--- src/hw/sas_pkg.sv ---
// Package: constants, state codes and timing helpers for the sequencer
package sas_pkg;

  // ----------------------------------------------------------------
  // Register layout and reset values
  // ----------------------------------------------------------------
  localparam logic [7:0] MODE_RESET = 8'h00;
  localparam logic [2:0] CHAN_RESET = 3'h0;
  localparam int         ENABLE_BIT = 7;
  localparam int         TIME_LSB   = 3;
  localparam int         TIME_MSB   = 5;
  localparam int         RES_W      = 10;
  localparam logic [3:0] TOP_BIT    = 4'h9;
  localparam logic [9:0] SAR_START  = 10'h200;

  // ----------------------------------------------------------------
  // Conversion time codes and lengths in main clock cycles
  // ----------------------------------------------------------------
  localparam logic [2:0] TIME_144 = 3'h0;
  localparam logic [2:0] TIME_120 = 3'h1;
  localparam logic [2:0] TIME_96  = 3'h2;
  localparam logic [2:0] TIME_72  = 3'h4;
  localparam logic [2:0] TIME_60  = 3'h5;
  localparam logic [2:0] TIME_48  = 3'h6;
  localparam logic [7:0] CYC_144  = 8'h90;
  localparam logic [7:0] CYC_120  = 8'h78;
  localparam logic [7:0] CYC_96   = 8'h60;
  localparam logic [7:0] CYC_72   = 8'h48;
  localparam logic [7:0] CYC_60   = 8'h3C;
  localparam logic [7:0] CYC_48   = 8'h30;
  // Sampling takes one tenth of the conversion period
  localparam logic [7:0] SAMPLE_DIV = 8'h0A;

  typedef enum logic [1:0] {
    ST_IDLE    = 2'b00,
    ST_SAMPLE  = 2'b01,
    ST_COMPARE = 2'b10,
    ST_LATCH   = 2'b11
  } sas_state_t;

  // Prohibited codes fall back to the slowest, safest setting
  function automatic logic [7:0] conv_cycles(input logic [2:0] code);
    case (code)
      TIME_120: conv_cycles = CYC_120;
      TIME_96:  conv_cycles = CYC_96;
      TIME_72:  conv_cycles = CYC_72;
      TIME_60:  conv_cycles = CYC_60;
      TIME_48:  conv_cycles = CYC_48;
      default:  conv_cycles = CYC_144;
    endcase
  endfunction

  function automatic logic [7:0] samp_cycles(input logic [2:0] code);
    samp_cycles = conv_cycles(code) / SAMPLE_DIV;
  endfunction

  function automatic logic [7:0] step_cycles(input logic [2:0] code);
    step_cycles = (conv_cycles(code) - samp_cycles(code)) / SAMPLE_DIV;
  endfunction

endpackage

--- src/hw/sas_sequencer.sv ---
// Successive-approximation converter sequencer with plain register ports
`timescale 1ns/1ps

// Contract
// After reset, idle in select mode; channel register picks one of eight.
// Conversion starts only from a software mode register write; code also starts on channel writes and after standby if enabled.
// Writing enable bit 7 as one starts converting the selected channel.
// Completion loads the result register and pulses the end request together.
// Conversions repeat back to back until the mode register is rewritten.
// Mode write with enable set aborts and restarts with new settings.
// Mode write with enable clear halts conversion at once.
// Standby stops the converter.
// Result read coinciding with completion is served first; write follows.
// Mode or channel write at completion wins; no result, no request.
// Software discards the first result after every start.
// Software reads while running, or stops before next completion.
// About one tenth of each conversion is spent sampling.
// Mode writes never clear the end flag.
// Software clears the end flag before restarting.
// Software avoids port reads on the pin selected for conversion.
// Ten bits resolved MSB first, then final value latched.
// Channel write cancels conversion; restarts if enable is set.
// Reset clears the mode register to zero, conversion disabled.
// Conversion length is fixed cycles chosen by the time field.
// End flag sets on each stored result and holds until cleared.
module sas_sequencer (
  // Clock and reset
  input  wire logic        clk,
  input  wire logic        rst,
  // Processor side
  input  wire logic        mode_wr,
  input  wire logic [7:0]  mode_wdata,
  input  wire logic        chan_wr,
  input  wire logic [2:0]  chan_wdata,
  input  wire logic        result_rd,
  input  wire logic        flag_clr,
  input  wire logic        standby,
  output logic      [7:0]  converter_mode_reg,
  output logic      [2:0]  channel_select_reg,
  output logic      [9:0]  conversion_result_reg,
  output logic             conversion_end_flag,
  output logic             conversion_end_irq,
  output logic             busy,
  output logic      [7:0]  shared_port_pins_busy,
  // Analog side
  input  wire logic        cmp_in,
  output logic             sample_en,
  output logic      [2:0]  analog_sel,
  output logic      [9:0]  trial_code
);

  // ----------------------------------------------------------------
  // State
  // ----------------------------------------------------------------
  typedef struct packed {
    sas_pkg::sas_state_t st;
    logic [7:0]          mode;
    logic [2:0]          chan;
    logic [9:0]          result;
    logic [9:0]          sar;
    logic [3:0]          bitn;
    logic [7:0]          cnt;
    logic                flag;
    logic                irq;
    logic [2:0]          sync;
    logic                cmp;
  } sas_regs_t;

  sas_regs_t   r_reg;
  sas_regs_t   r_next;
  logic [2:0]  time_code;
  logic [7:0]  samp;
  logic [7:0]  step;
  logic [9:0]  fin;
  logic        wr_any;
  logic        en_next;
  logic        cmp_ok;

  assign time_code = r_reg.mode[sas_pkg::TIME_MSB:sas_pkg::TIME_LSB];
  assign samp      = sas_pkg::samp_cycles(time_code);
  assign step      = sas_pkg::step_cycles(time_code);
  assign wr_any    = mode_wr | chan_wr;
  assign en_next   = mode_wr ? mode_wdata[sas_pkg::ENABLE_BIT]
                             : r_reg.mode[sas_pkg::ENABLE_BIT];

  // Agreed level taken at once; the registered copy lags one cycle,
  // too late for the four-cycle steps of the fastest time code
  assign cmp_ok = (r_reg.sync[1] == r_reg.sync[2]) ? r_reg.sync[2]
                                                   : r_reg.cmp;

  // Current bit decided from the filtered comparator
  always_comb
  begin
    fin = r_reg.sar;
    if (!cmp_ok)
      fin[r_reg.bitn] = 1'b0;
  end

  // ----------------------------------------------------------------
  // Next state
  // ----------------------------------------------------------------
  always_comb
  begin
    r_next     = r_reg;
    r_next.irq = 1'b0;
    // Comparator is asynchronous to clk; accept a level once stable
    r_next.sync = {r_reg.sync[1:0], cmp_in};
    if (r_reg.sync[1] == r_reg.sync[2])
      r_next.cmp = r_reg.sync[2];
    if (flag_clr)
      r_next.flag = 1'b0;

    case (r_reg.st)
      sas_pkg::ST_IDLE:
      begin
        r_next.cnt = 8'h00;
      end
      sas_pkg::ST_SAMPLE:
      begin
        r_next.cnt = r_reg.cnt + 8'h01;
        if (r_reg.cnt == samp - 8'h01)
        begin
          r_next.st   = sas_pkg::ST_COMPARE;
          r_next.cnt  = 8'h00;
          r_next.bitn = sas_pkg::TOP_BIT;
          r_next.sar  = sas_pkg::SAR_START;
        end
      end
      sas_pkg::ST_COMPARE:
      begin
        r_next.cnt = r_reg.cnt + 8'h01;
        if (r_reg.cnt == step - 8'h01)
        begin
          r_next.cnt = 8'h00;
          r_next.sar = fin;
          if (r_reg.bitn != 4'h0)
          begin
            r_next.bitn = r_reg.bitn - 4'h1;
            r_next.sar[r_reg.bitn - 4'h1] = 1'b1;
          end
          else if (result_rd)
          begin
            // Let the read see the old value first
            r_next.st = sas_pkg::ST_LATCH;
          end
          else
          begin
            r_next.result = fin;
            r_next.irq    = 1'b1;
            r_next.flag   = 1'b1;
            r_next.st     = sas_pkg::ST_SAMPLE;
          end
        end
      end
      sas_pkg::ST_LATCH:
      begin
        r_next.result = r_reg.sar;
        r_next.irq    = 1'b1;
        r_next.flag   = 1'b1;
        r_next.st     = sas_pkg::ST_SAMPLE;
        r_next.cnt    = 8'h00;
      end
      default:
      begin
        r_next.st = sas_pkg::ST_IDLE;
      end
    endcase

    // Register writes override a completion in the same cycle
    if (mode_wr)
      r_next.mode = mode_wdata;
    if (chan_wr)
      r_next.chan = chan_wdata;
    if (wr_any)
    begin
      r_next.result = r_reg.result;
      r_next.irq    = 1'b0;
      r_next.flag   = r_reg.flag & ~flag_clr;
      r_next.cnt    = 8'h00;
      r_next.st     = en_next ? sas_pkg::ST_SAMPLE
                              : sas_pkg::ST_IDLE;
    end
    else if (r_reg.st == sas_pkg::ST_IDLE && en_next)
      r_next.st = sas_pkg::ST_SAMPLE;

    // Standby aborts; conversion resumes from sampling afterwards
    if (standby)
    begin
      r_next.st     = sas_pkg::ST_IDLE;
      r_next.cnt    = 8'h00;
      r_next.irq    = 1'b0;
      r_next.result = r_reg.result;
      r_next.flag   = r_reg.flag & ~flag_clr;
    end
  end

  always_ff @(posedge clk or posedge rst)
  begin
    if (rst)
    begin
      r_reg.st     <= sas_pkg::ST_IDLE;
      r_reg.mode   <= sas_pkg::MODE_RESET;
      r_reg.chan   <= sas_pkg::CHAN_RESET;
      r_reg.result <= '0;
      r_reg.sar    <= '0;
      r_reg.bitn   <= '0;
      r_reg.cnt    <= '0;
      r_reg.flag   <= 1'b0;
      r_reg.irq    <= 1'b0;
      r_reg.sync   <= '0;
      r_reg.cmp    <= 1'b0;
    end
    else
      r_reg <= r_next;
  end

  // ----------------------------------------------------------------
  // Outputs
  // ----------------------------------------------------------------
  assign converter_mode_reg    = r_reg.mode;
  assign channel_select_reg    = r_reg.chan;
  assign conversion_result_reg = r_reg.result;
  assign conversion_end_flag   = r_reg.flag;
  assign conversion_end_irq    = r_reg.irq;
  assign busy                  = r_reg.st != sas_pkg::ST_IDLE;
  assign sample_en             = r_reg.st == sas_pkg::ST_SAMPLE;
  assign analog_sel            = r_reg.chan;
  assign trial_code            = r_reg.sar;
  // Tells port logic which pin must not be read digitally
  assign shared_port_pins_busy =
    r_reg.mode[sas_pkg::ENABLE_BIT] ? 8'(8'h01 << r_reg.chan) : 8'h00;
endmodule // sas_sequencer

--- config.mk ---
export PLATFORM = sky130hd
export DESIGN_NAME = sas_sequencer
export DESIGN_NICKNAME = d
export VERILOG_FILES = /design/src/hw/sas_pkg.sv /design/src/hw/sas_sequencer.sv
export SDC_FILE = /design/constraint.sdc
export NUM_CORES = 1
export LEC_CHECK = 0
export ABC_AREA = 1
export BUFFER_PORTS_ARGS = -buffer_cell sky130_fd_sc_hd__buf_2
export CAP_MARGIN = 20
export CORE_MARGIN = 3
export CORE_UTILIZATION = 55
export CTS_CLUSTER_DIAMETER = 60
export CTS_CLUSTER_SIZE = 40
export DETAILED_ROUTE_END_ITERATION = 8
export GPL_ROUTABILITY_DRIVEN = 1
export PLACE_DENSITY = 0.82
export SYNTH_ARGS = -nofsm -noshare
export SYNTH_HDL_FRONTEND = slang
export SYNTH_SLANG_ARGS = --single-unit
--- constraint.sdc ---
create_clock -name clk -period 11.2 [get_ports clk]
set_clock_uncertainty 0.2 [all_clocks]
set_input_delay 0 -clock clk [delete_from_list [all_inputs] [get_ports clk]]
set_output_delay 0 -clock clk [all_outputs]
set_load 0.02 [all_outputs]
Word level (Yosys, flattened, before mapping)
Cells that the tools add are included.
W data, S select, Z words.
- eq/ne operators: 19
- multiply operators: 0
- shift-type cells: 1
- add/sub/neg operators: 5
- $lt $le $gt $ge: 4
- div/mod/pow operators: 2
- bitwise operators: 8
- mux-type cells: 32
- reduce and logical (&&, ||, !) cells: 14
- operators by type and width (operator ; number):
    $mux W10 ; 5
    $pmux W8 S5 ; 1
    $mux W34 ; 1
    $pmux W14 S2 ; 1
    $pmux W8 S3 ; 1
    $mux W22 ; 1
    $pmux W10 S2 ; 1
    $mux W2 ; 9
    $div A8 B4 Y8 const B ; 2
    $eq A8 B8 Y1 ; 2
    $sub A8 B1 Y8 const B ; 2
    $mux W14 ; 1
    $and A10 B10 Y10 ; 1
    $lt A4 B5 Y1 const B ; 2
    $ne A5 B5 Y1 const B ; 2
    $not A10 Y10 ; 1
    $or A10 B10 Y10 ; 1
    $eq A3 B3 Y1 const B ; 3
    $add A8 B1 Y8 const B ; 1
    $demux W1 S4 ; 2
    $ge A4 B1 Y1 const B ; 2
    $mux W8 ; 1
    $ne A2 B2 Y1 const B ; 4
    $reduce_and A4 Y1 ; 2
    other kinds (24) ; 36
- bits of input ports: 19
- bits in latches: 0
- logic and storage cells: 96
- flip-flop bits (word level): 51
- bits in read-only memories: 0
- RAM bits: 0
- memories kept: 0
- output and inout bits: 46

Logic depth before layout (Yosys ltp)
Gate-level depths: netlist (run 1).
- depth in word-level cells: 13
- depth in mapped cells: 48
- depth with buffers taken out: 48

Least setup slack after synthesis (run 1)
Ideal clock, no wire load.
- path type: register to register
- start: register r_reg, in the netlist converter_mode_reg[3]
- end: register r_reg, in the netlist conversion_result_reg[1]
- slack: 5.987 ns
- cell stages (with the launch flop): 45
- library setup time: 0.118 ns
- arrival time: 4.895 ns
- period minus slack after synthesis: 5.213 ns
- required time: 10.882 ns
- path buffers: 2
- cell sequence: dfrtp_1 > inv_1 > ha_1 > buf_4 > o2111ai_1 > nand3_2 > nand2_4 > nand2_4 > xor2_1 > inv_1 > ha_1 > inv_1 > a21oi_1 > nand2_2 > nand2_4 > nand2_1 > nand2_1 > nor2_2 > (+9 left out) > nand2_1 > nand2_2 > nand2_2 > nand3_2 > nand2_2 > nand2_2 > nand2_2 > nand3_1 > nand2_2 > inv_1 > nand3_2 > nand2_1 > nand3_2 > nand2_2 > nand2_4 > buf_6 > nand2_1 > o21ai_2
- cells in the longest elaborated chain, start to end: 9
- elaborated cells on any way between the ends: 13
- classes of those cells: 2 x add/sub; 2 x div; 7 x eq/ne; 1 x mux; 1 x reduce/logical
- RTL lines (element ; line ; source):
    start, declared ; sas_sequencer.sv:69 ; sas_regs_t r_reg;
    start signal, assigned ; sas_sequencer.sv:214 ; r_reg <= r_next;
    $eq A3 B3 Y1 (tied with other cells) ; sas_pkg.sv:43 ; case (code)
    $pmux W8 S5 (*) ; sas_pkg.sv:43 ;
    $div A8 B4 Y8 ; sas_pkg.sv:54 ; samp_cycles = conv_cycles(code) / SAMPLE_DIV;
    $sub A8 B8 Y8 (*) ; sas_pkg.sv:58 ; step_cycles = (conv_cycles(code) - samp_cycles(code)) / SAMPLE_DIV;
    $div A8 B4 Y8 (*) ; sas_pkg.sv:58 ;
    $sub A8 B1 Y8 (*) ; sas_sequencer.sv:132 ; if (r_reg.cnt == step - 8'h01)
    $eq A8 B8 Y1 (*) ; sas_sequencer.sv:132 ;
    $ne A2 B2 Y1 (no source line) (*) ; -- ;
    $reduce_and A6 Y1 (no source line) (*) ; -- ;
Mark *: on every way between the ends. The rest lies on a longest branch, timed or not.
A chain may end at the register's enable or synchronous reset.

Worst setup path in the final report (run 1)
- start: register r_reg, in the netlist converter_mode_reg[3]
- end: register r_reg[49] (netlist bit)
- cells in the longest elaborated chain, start to end: 9
- elaborated cells on any way between the ends: 16
- classes of those cells: 3 x add/sub; 2 x div; 9 x eq/ne; 1 x mux; 1 x reduce/logical
- RTL lines (element ; line):
    $eq A3 B3 Y1 (tied with other cells) ; sas_pkg.sv:43
    $pmux W8 S5 (*) ; sas_pkg.sv:43
    $div A8 B4 Y8 ; sas_pkg.sv:54
    $sub A8 B8 Y8 ; sas_pkg.sv:58
    $div A8 B4 Y8 ; sas_pkg.sv:58
    $sub A8 B1 Y8 ; sas_sequencer.sv:132
    $eq A8 B8 Y1 ; sas_sequencer.sv:132
    $ne A5 B5 Y1 (no source line) ; --
    $reduce_and A4 Y1 (no source line) (*) ; --
Marks and branches as above.

==> metrics.txt, run 1 <==
CTS root buf clkbuf_8; slew margin rel. 65.60%; Hold Buf Count CTS 34; Critical-path top delay cell dlygate4sd3_1; DRC Markers 0; Initial Util slightly below 60%; Non-Filler Instances a little under 700; nets ~620; PD cells roughly 130 nW/µm²; sequential share of the synthesized area between 30% and 40%; postcts setup bufs 0; CP Data Required Time about 11000 ps; Clk pin slew, worst setup/hold paths 90 ps; Post-Syn Nets between 500 and 600; Syn Area/Cell approximately 7.4 µm²; RSZ-0062 raised after global routing false; first-pass GRT wire length 14480 µm; Die X approximately 90 µm; Max clock buf depth 2; Final Max Slew Viols 0; share of cells above drive strength 1 a little under a quarter; # IOs 65; status completed; DIE AREA a little over 8000 µm²; HP Class primary input to register; vias between 3000 and 4000; worst-margin pin slew 512.9 ps; max frequency between 150 and 200 MHz; GPL Wtd Cong approximately 0.9; Filler cells ~540; P_leak 2.381 nW; Top FF cell, synth dfrtp_1; Mapped Cells between 500 and 600; Fin Setup TNS 0 ps; Die H 89.72 µm; critical path endpoint category register; CP most frequent cell nand2_1; drt total wl between 8000 and 9000 µm; # port buffers 64; Synthesis Warnings 0; max_cap viols 0; synthesized area roughly 3900 µm²; setup violators final 0; First-pass DRT Iterations 4; number of global-route vias before repair around 3400; HPWL after DPL between 6000 and 7000 µm; htree depth 2; PostCTS Resize Cnt 0; R2R cell count 45; max reg flops 16; total global-route track usage between 20% and 30%; WS Path Type register to register; pin count of the biggest net entering global routing 52; critical path data arrival time between 6000 and 7000 ps; Wirelength per Cell around 12 µm; cell row count 29; post-placement cell count approximately 640; final hold vios 0; P&R area growth vs syn 15.71%; crit path launch type register; initial antenna violation count 0; ys async rst share 100.0%; count of different cell masters after synthesis 44; CP Max Fanout 9; hold path depth 3; routed vias/inst just over 5; Final min period roughly 6500 ps; CTS Buf Count 5; peak supply drop about 0.073 mV; Worst-Skew Late Latency ~300 ps; Core ar. about 6600 µm²; number of flops mapped to enable cells by yosys 0; period utilisation layout between 50 and 60%; Clock Sinks 51; #FFs+latches synth 51; ANT cells 0; GRT overflow 0; remaining antenna violation count 0; CTS tree done; Worst path max stage delay 550 ps; DR iter-0 viols ~180
[cells in the final DEF, fill, tap and decap left out, types with 18 or more instances in the layout]
master / count
nand3_1: 29
buf_2: 64
dlygate4sd3_1: 35
o21ai_1: 21
nand2_2: 22
dfrtp_1: 51
nand2_1: 104
o21ai_0: 18
inv_1: 72
nor2_1: 50
[layout make-up]
class,instances,area (µm²),area share (%)
Clock buffer,7,86.33,1.935
Clock inverter,1,8.758,0.1964
Inverter,80,302.8,6.788
Multi-Input combinational cell,350,1979,44.38
Sequential cell,51,1276,28.61
Tap cell,93,116.4,2.609
Timing Repair Buffer,100,690.7,15.48
[report_power, final]
part	internal, W	switching (W)	total [W]
Clock	0.0000507	0.0000579	0.000109
Combinational	0.000101	0.000184	0.000286
Sequential	0.000192	0.00000755	0.000200
Total	0.000344	0.000250	0.000594
[worst max-delay path, delay by kind of cell (launching register included)]
family / cells / cell delay, ps
flip-flops: 1 / 420
AO/OA/AOI/OAI: 5 / 950
AND/OR/NAND/NOR: 29 / 2600
adder cells (fa/ha/maj): 3 / 820
buffers and inverters: 6 / 970
XOR/XNOR: 2 / 420
[cell usage after synthesis (all sizes together), types with 2 or more instances]
| library cell | instances | area, µm² |
|---|---|---|
| nand2 | 130 | 573.0 |
| inv | 79 | 299.0 |
| nor2 | 53 | 211.5 |
| dfrtp | 51 | 1276 |
| o21ai | 49 | 282.8 |
| nand3 | 40 | 270.3 |
| buf | 38 | 289.0 |
| a21oi | 17 | 85.08 |
| ha | 12 | 150.1 |
| xor2 | 12 | 105.1 |
| xnor2 | 5 | 43.79 |
| mux2 | 4 | 45.04 |
| nand3b | 3 | 22.52 |
| nand4 | 3 | 25.02 |
| nor3 | 3 | 20.02 |
| o2111ai | 3 | 26.28 |
| a211oi | 2 | 15.01 |
| a31oi | 2 | 12.51 |
| clkbuf | 2 | 7.510 |
| nor4 | 2 | 12.51 |
| o21a | 2 | 16.27 |
| o21bai | 2 | 15.01 |
[metrics by stage]
step / power, W / cell area, µm² / util (%) / worst slack, ps / hold WS, ps
6_report: 0.0005938 / 4461 / 67.92 / 4709 / 62.10
3_5_place_dp: 0.0004738 / 3995 / 60.83 / 5156 / -90.58
2_1_floorplan: 0.0004276 / 3855 / - / 5987 / -168.6
3_3_place_gp: 0.0004634 / 3995 / 60.83 / 5431 / -92.58
4_1_cts: 0.0005949 / 4431 / 67.46 / 4783 / 19.40
5_1_grt: 0.0006407 / 4461 / 67.92 / 4142 / 95.69
[metal layers]
layer | global-route usage (%) | vias up | wire length [µm]
met3 | 3.673 | 10 | 401
met5 | 0 | - | 0
met2 | 38.03 | 89 | 4144
met4 | 5.619 | 0 | 92
li1 | - | 1757 | -
met1 | 25.79 | 1589 | 3826
[logic make-up after synthesis]
kind of cell / count (synthesis) / synth area share (%)
flip-flops: 51 / 33.11
adder cells (fa/ha/maj): 12 / 3.895
AND/OR/NAND/NOR: 234 / 29.44
other: 1 / 0.09728
buffers and inverters: 120 / 15.55
multiplexers: 4 / 1.168
AO/OA/AOI/OAI: 82 / 12.89
XOR/XNOR: 17 / 3.862
[worst paths after layout]
kind                                                endpoint  slack (ps)                               from
setup / recovery                       r_reg[49]$_DFFE_PP0P_        4710  converter_mode_reg[3]$_DFFE_PP0P_
hold / removal             converter_mode_reg[7]$_DFFE_PP0P_          60                            mode_wr
setup reg to reg                       r_reg[49]$_DFFE_PP0P_        4710  converter_mode_reg[3]$_DFFE_PP0P_
hold reg to reg                          r_next[3]$_DFF_PP0_         150                r_next[2]$_DFF_PP0_
max in group asynchronous                 r_reg[6]$_DFF_PP0_        9870                                rst
min in group asynchronous          trial_code[7]$_DFFE_PP0P_         470                                rst
(Power assumes the default switching activity.)
==> inputs of run 2 (changes only) <==
- ABC_AREA: 1 -> 0
- clock period: 11.2 -> 6.3 ns (I/O delays scaled with it)
==> run 2 against run 1 <==
Against the previous run:
- the run now ends with negative setup slack left
- via count up 27%
- critical endpoint is now conversion_result_reg[7]$_DFFE_PP0P_
- largest power group unchanged
- synthesized area up 8.8%
- maximum frequency down 5.4%
- hold slack better by 71 ps
- wire length up 64%
- sequential power up 79%
- sequential share of layout area down 5.0 points
- critical path type unchanged
- design area up 21%
- clock-buffer cell count down 2
- highest routed layer unchanged
- global-route usage up 4.6 points
- combinational power rose to 2.6 times the previous value
- die area up 8.2%
==> metrics.txt, run 2 <==
Worst R2R Setup Slack -560 ps (-5270 ps); Synth Area in Compound Gates 23.77% (+11 points); crit-path leading delay family compound AO/OA/AOI/OAI gates; GRT overflow 0 (unchanged); DIE AREA 8711 µm² (+8.2%); max_cap viols 0 (unchanged); cell row count 31 (+6.9%); Filler cells 445 (-17%); first-pass GRT wire length 18110 µm (+25%); simple-gate share of the synthesized area 19.33% (-10 points); sequential share of the synthesized area 30.42% (-2.7 points); DRC Markers 0 (unchanged); post-route cell area 5414 µm² (+21%); Critical-path top delay cell mux2i_2; setup violators final 36 (+36); status finished, violations left; most common cell in the synthesized netlist dfrtp_1; largest area contributor in the netlist dfrtp_1; nets 607 (-1.9%); most common cell after layout, fill and taps aside buf_2; remaining antenna violation count 0 (unchanged); DR iter-0 viols 451 (+150%); WS Path Type register to register; Clk pin slew, worst setup/hold paths 100 ps (about the same); Post-Syn Nets 508 (-8.0%); Initial Util 57.23% (-1.5 points); #FFs+latches synth 51 (unchanged); P&R area growth vs syn 29.05%; # port buffers 64 (unchanged); CP Max Fanout 5 (-4); number of flops mapped to enable cells by yosys 0 (unchanged); vias 4375 (+27%); Placement Cell Area 4429 µm² (+11%); Worst-Skew Late Latency 320 ps (+20 ps); critical path endpoint category register; Final Max Slew Viols 0 (unchanged); P_leak 2.502 nW (+5.1%); post-synth top area share 30.42% (-2.7 points); Die X 93.34 µm (+4.0%); CP Data Required Time 6300 ps (-4890 ps); CTS root buf clkbuf_8; ys async rst share 100.0% (unchanged); critical path data arrival time 6860 ps (+380 ps); period utilisation layout 108.9% (+51 points); worst-margin pin slew 923.4 ps (+410.5 ps); htree depth 2 (unchanged); synthesized area 4195 µm² (+8.8%); top cells by count, synth dfrtp_1, nor2_1, nand2_1; commonest non-fill, non-tap cells in the layout buf_2, dfrtp_1, nor2_1; PD cells 248.2 nW/µm² (+86%); max reg flops 16 (unchanged); CP Buf/Inv Count 4 (-2); Synthesis Warnings 0 (unchanged); Syn Area/Cell 8.795 µm² (+19%); pin count of the biggest net entering global routing 52 (unchanged); largest family of logic cells by synthesized area compound AO/OA/AOI/OAI gates; RSZ-0062 raised after global routing true; adder-cell share of the synthesized area 3.579% (-0.32 points); routed vias/inst 6.462 (+28%); initial antenna violation count 1 (+1); First-pass DRT Iterations 6 (+2); Core ar. 7331 µm² (+12%); share of cells above drive strength 1 36.22% (+13 points); Die H 93.34 µm (+4.0%); HP Class primary input to register; Mapped Cells 477 (-8.4%); mux cell area share after synthesis 7.516% (+6.3 points); Final min period 6860 ps (+369.3 ps); worst setup margin -559.9 ps (-5269 ps); violated checks negative setup slack; Worst path max stage delay 440 ps (-110 ps); CTS Buf Count 5 (unchanged); CTS tree done; # IOs 65 (unchanged); fraction of synthesized cell area in xor and xnor cells 3.967% (+0.10 points); Setup WS pre-CTS -194.2 ps (-5350 ps); peak supply drop 0.2548 mV (+250%); Max clock buf depth 2 (unchanged); slew margin rel. 37.97% (-28 points); number of global-route vias before repair 3848 (+15%); Synth area leaders dfrtp_1, buf_4, nor2_1; final hold vios 0 (unchanged); total global-route track usage 25.57% (+4.6 points); GPL Wtd Cong 0.9436 (+5.4%); crit path launch type register; Top FF cell, synth dfrtp_1; HPWL after DPL 7375 µm (+22%); drt total wl 13840 µm (+64%); Wirelength per Cell 20.45 µm (+65%); max frequency 145.8 MHz (-5.4%); Clock Sinks 51 (unchanged); count of different cell masters after synthesis 78 (+77%)
[run 2: cell count changes in the layout (fill, tap and decap cells not counted), moves of 10 or more]
| cell | delta |
|---|---|
| nand2_1 | -66 |
| o21ai_1 | -18 |
| nand2_2 | -20 |
| inv_1 | -58 |
| buf_4 | +37 |
| nand3_1 | -14 |
| a21oi_1 | +11 |
| buf_6 | +10 |
| mux2_4 | +10 |
[run 2: final timing paths]
check                                             startpoint                                   end  depth (start not counted)
max                        converter_mode_reg[3]$_DFFE_PP0P_  conversion_result_reg[7]$_DFFE_PP0P_                         28
min                                                   cmp_in                   r_next[2]$_DFF_PP0_                          2
max reg2reg                converter_mode_reg[3]$_DFFE_PP0P_  conversion_result_reg[7]$_DFFE_PP0P_                         28
min reg2reg                              r_next[2]$_DFF_PP0_                   r_next[3]$_DFF_PP0_                          0
max in group asynchronous                                rst             trial_code[9]$_DFFE_PP0P_                          5
min in group asynchronous                                rst     converter_mode_reg[5]$_DFFE_PP0P_                          4
[run 2: layout make-up]
| class | count | area [µm²] | area share, % |
|---|---|---|---|
| inverters | 18 | 67.56 | 1.248 |
| clock buffers | 5 | 68.82 | 1.271 |
| flip-flops and latches | 51 | 1276 | 23.57 |
| repair buffers | 145 | 1086 | 20.06 |
| diodes | 1 | 2.502 | 0.04622 |
| multi-input cells | 355 | 2743 | 50.66 |
| well taps | 99 | 123.9 | 2.288 |
| clock inverters | 3 | 46.29 | 0.8551 |
[run 2: kinds of logic after synthesis]
family          Yosys count
simple gates            165
compound gates          132
buf+inv                  71
flops                    51
mux                      26
xor+xnor                 19
fa+ha+maj                12
other cells               1
[run 2: timing repair]
action                     CTS  global route
resized for setup            9            56
setup endpoints to repair   23            36
pin swaps                    5            45
buffers inserted             3            23
hold endpoints to repair    67             4
cloned                       0             1
hold buffers                30             1
[run 2: stage by stage]
step	total power [W]	instances	util [%]	setup TNS, ps	hold slack, ps
6_report	0.001344	677	73.85	-12240	133.1
5_1_grt	0.001399	677	73.85	-16180	128.4
4_1_cts	0.001150	650	67.16	0	124.2
3_5_place_dp	0.0008829	609	60.42	-1891	-90.59
3_3_place_gp	0.0008659	609	60.42	0	-90.70
2_1_floorplan	0.0007875	477	-	0	-168.6
[run 2: where the power goes]
| group | internal, W | leakage, nW | switching (W) |
|---|---|---|---|
| sequential | 0.000340 | 0.666 | 0.0000176 |
| clock | 0.000120 | 0.0548 | 0.000120 |
| combinational | 0.000317 | 1.78 | 0.000429 |
| total | 0.000777 | 2.50 | 0.000566 |
[run 2: layer usage]
metal	routed length (µm)	vias to the layer above	share of wire (%)	global-route usage, %
met4	888	0	6.4	11.48
met1	5026	2073	36	31.03
met2	6817	323	49	44.61
met3	1111	100	8.0	3.862
li1	-	1879	-	-
met5	0	-	0	0
==> inputs of run 3 (changes only) <==
- CTS_BUF_LIST: default -> sky130_fd_sc_hd__clkbuf_4
==> run 3 against run 2 <==
Against the previous run:
- the flow still finishes with violations (negative setup slack)
- clock power is 18% lower
- maximum frequency increased by 5.3%
- die area unchanged
- largest cell class unchanged
- largest power group unchanged
- hold slack got worse by 80 ps
- global-route usage about the same
==> metrics.txt, run 3 (synthesis results as in run 2) <==
R2R cell count 30 (+7.1%); peak supply drop 0.2446 mV (-4.0%); hold path depth 2 (unchanged); drt total wl 12380 µm (-11%); vias 4217 (-3.6%); CTS tree done; share of cells above drive strength 1 34.97% (-1.3 points); Fin Setup TNS -2011 ps (+10220 ps); Critical Path Start converter_mode_reg[3]$_DFFE_PP0P_; worst-margin pin slew 948.7 ps (+25.30 ps); reg2reg start converter_mode_reg[3]$_DFFE_PP0P_; most common cell after layout, fill and taps aside buf_2; P_leak 2.461 nW (-1.7%); First-pass DRT Iterations 6 (unchanged); CP Data Required Time 6400 ps (+100 ps); ANT cells 0 (-1); cell row count 31 (unchanged); first-pass GRT wire length 18170 µm (+0.38%); status finished, violations left; Critical-path top delay cell dfrtp_1; DRC Markers 0 (unchanged); violated checks negative setup slack; Die X 93.34 µm (unchanged); HP Class primary input to register; Worst path max stage delay 440 ps (about the same); final hold vios 0 (unchanged); initial antenna violation count 0 (-1); HPWL after DPL 7375 µm (unchanged); critical path data arrival time 6610 ps (-250 ps); CTS Buf Count 5 (unchanged); routed vias/inst 6.285 (-2.7%); GPL Wtd Cong 0.9436 (unchanged); GRT overflow 0 (unchanged); # IOs 65 (unchanged); RSZ-0062 raised after global routing true; Core ar. 7331 µm² (unchanged); DIE AREA 8711 µm² (unchanged); Worst-Skew Late Latency 390 ps (+70 ps); Clock Sinks 51 (unchanged); Final min period 6512 ps (-348.0 ps); pin count of the biggest net entering global routing 52 (unchanged); max reg flops 16 (unchanged); CP Max Fanout 5 (unchanged); Die H 93.34 µm (unchanged); number of global-route vias before repair 3794 (-1.4%); total global-route track usage 25.58% (about the same); Final Max Slew Viols 0 (unchanged); nets 602 (-0.82%); Initial Util 57.23% (unchanged); htree depth 2 (unchanged); startpoint of the worst hold path cmp_in; crit path launch type register; max frequency 153.6 MHz (+5.3%); critical path endpoint category register; DR iter-0 viols 429 (-4.9%); P&R area growth vs syn 25.95%; Clk pin slew, worst setup/hold paths 160 ps (+60 ps); Setup WS pre-CTS -194.2 ps (unchanged); setup violators final 16 (-56%); Wirelength per Cell 18.45 µm (-9.8%); worst setup margin -211.9 ps (+348.0 ps); CTS root buf clkbuf_4; WS Path Type register to register; remaining antenna violation count 0 (unchanged); # port buffers 64 (unchanged); worst hold slack 53.27 ps (-79.80 ps); Max clock buf depth 2 (unchanged); slew margin rel. 36.27% (-1.7 points); PD cells 238.3 nW/µm² (-4.0%); commonest non-fill, non-tap cells in the layout buf_2, dfrtp_1, nor2_1; period utilisation layout 103.4% (-5.5 points); max_cap viols 0 (unchanged)
==> run 3: routing by layer <==
metal	vias up	track usage (%)	wire length (µm)
met4	0	9.524	334
met2	287	45.44	6315
met5	-	0	0
met1	2005	32.03	4784
met3	45	2.494	945
li1	1880	-	-
==> run 3: final cells by class <==
cell class                      instances  area, µm²
Sequential cell                        51       1276
Tap cell                               99      123.9
Inverter                               18      67.56
Clock inverter                          3      46.29
Timing Repair Buffer                  139       1013
Multi-Input combinational cell        356       2719
Clock buffer                            5      37.54
Fill cell                             458       2047
==> run 3: where the power goes <==
part	internal [W]	switching, W	leakage [nW]
clock	0.0000850	0.000113	0.0418
combinational	0.000299	0.000405	1.75
sequential	0.000340	0.0000170	0.666
total	0.000724	0.000535	2.46
==> run 3: final timing paths <==
check                                                       endpoint  slack, ps
worst min-delay path                             r_next[2]$_DFF_PP0_         50
worst min register to register                   r_next[3]$_DFF_PP0_        170
min in group asynchronous          converter_mode_reg[3]$_DFFE_PP0P_        360
worst max register to register  conversion_result_reg[7]$_DFFE_PP0P_       -210
max in group asynchronous                      r_reg[16]$_DFFE_PP0P_       5080
worst max-delay path            conversion_result_reg[7]$_DFFE_PP0P_       -210
==> run 3: critical path: cells and delay by family, from the launching register on <==
kind / cells / cell delay (ps)
muxes: 2 / 640
and+or+nand+nor: 7 / 800
DFF: 1 / 440
xor gates and xnor gates: 2 / 330
adders and majority gates: 3 / 560
AOI/OAI and AO/OA: 13 / 3090
buffers and inverters: 3 / 370
==> run 3: repair_timing <==
action,in CTS,in global routing
gates cloned,0,2
hold endpoints to repair,68,4
setup endpoints to repair,23,36
setup buffers,5,14
resized for setup,10,41
hold buffers,31,1
pin swaps,5,30
==> run 3: metrics by stage <==
step / utilization (%) / instance area (µm²) / total power [W] / cells
2_1_floorplan: - / 4215 / 0.0007875 / 477
4_1_cts: 67.09 / 4918 / 0.001124 / 653
3_5_place_dp: 60.42 / 4429 / 0.0008829 / 609
5_1_grt: 72.08 / 5284 / 0.001317 / 671
3_3_place_gp: 60.42 / 4429 / 0.0008659 / 609
6_report: 72.08 / 5284 / 0.001259 / 671
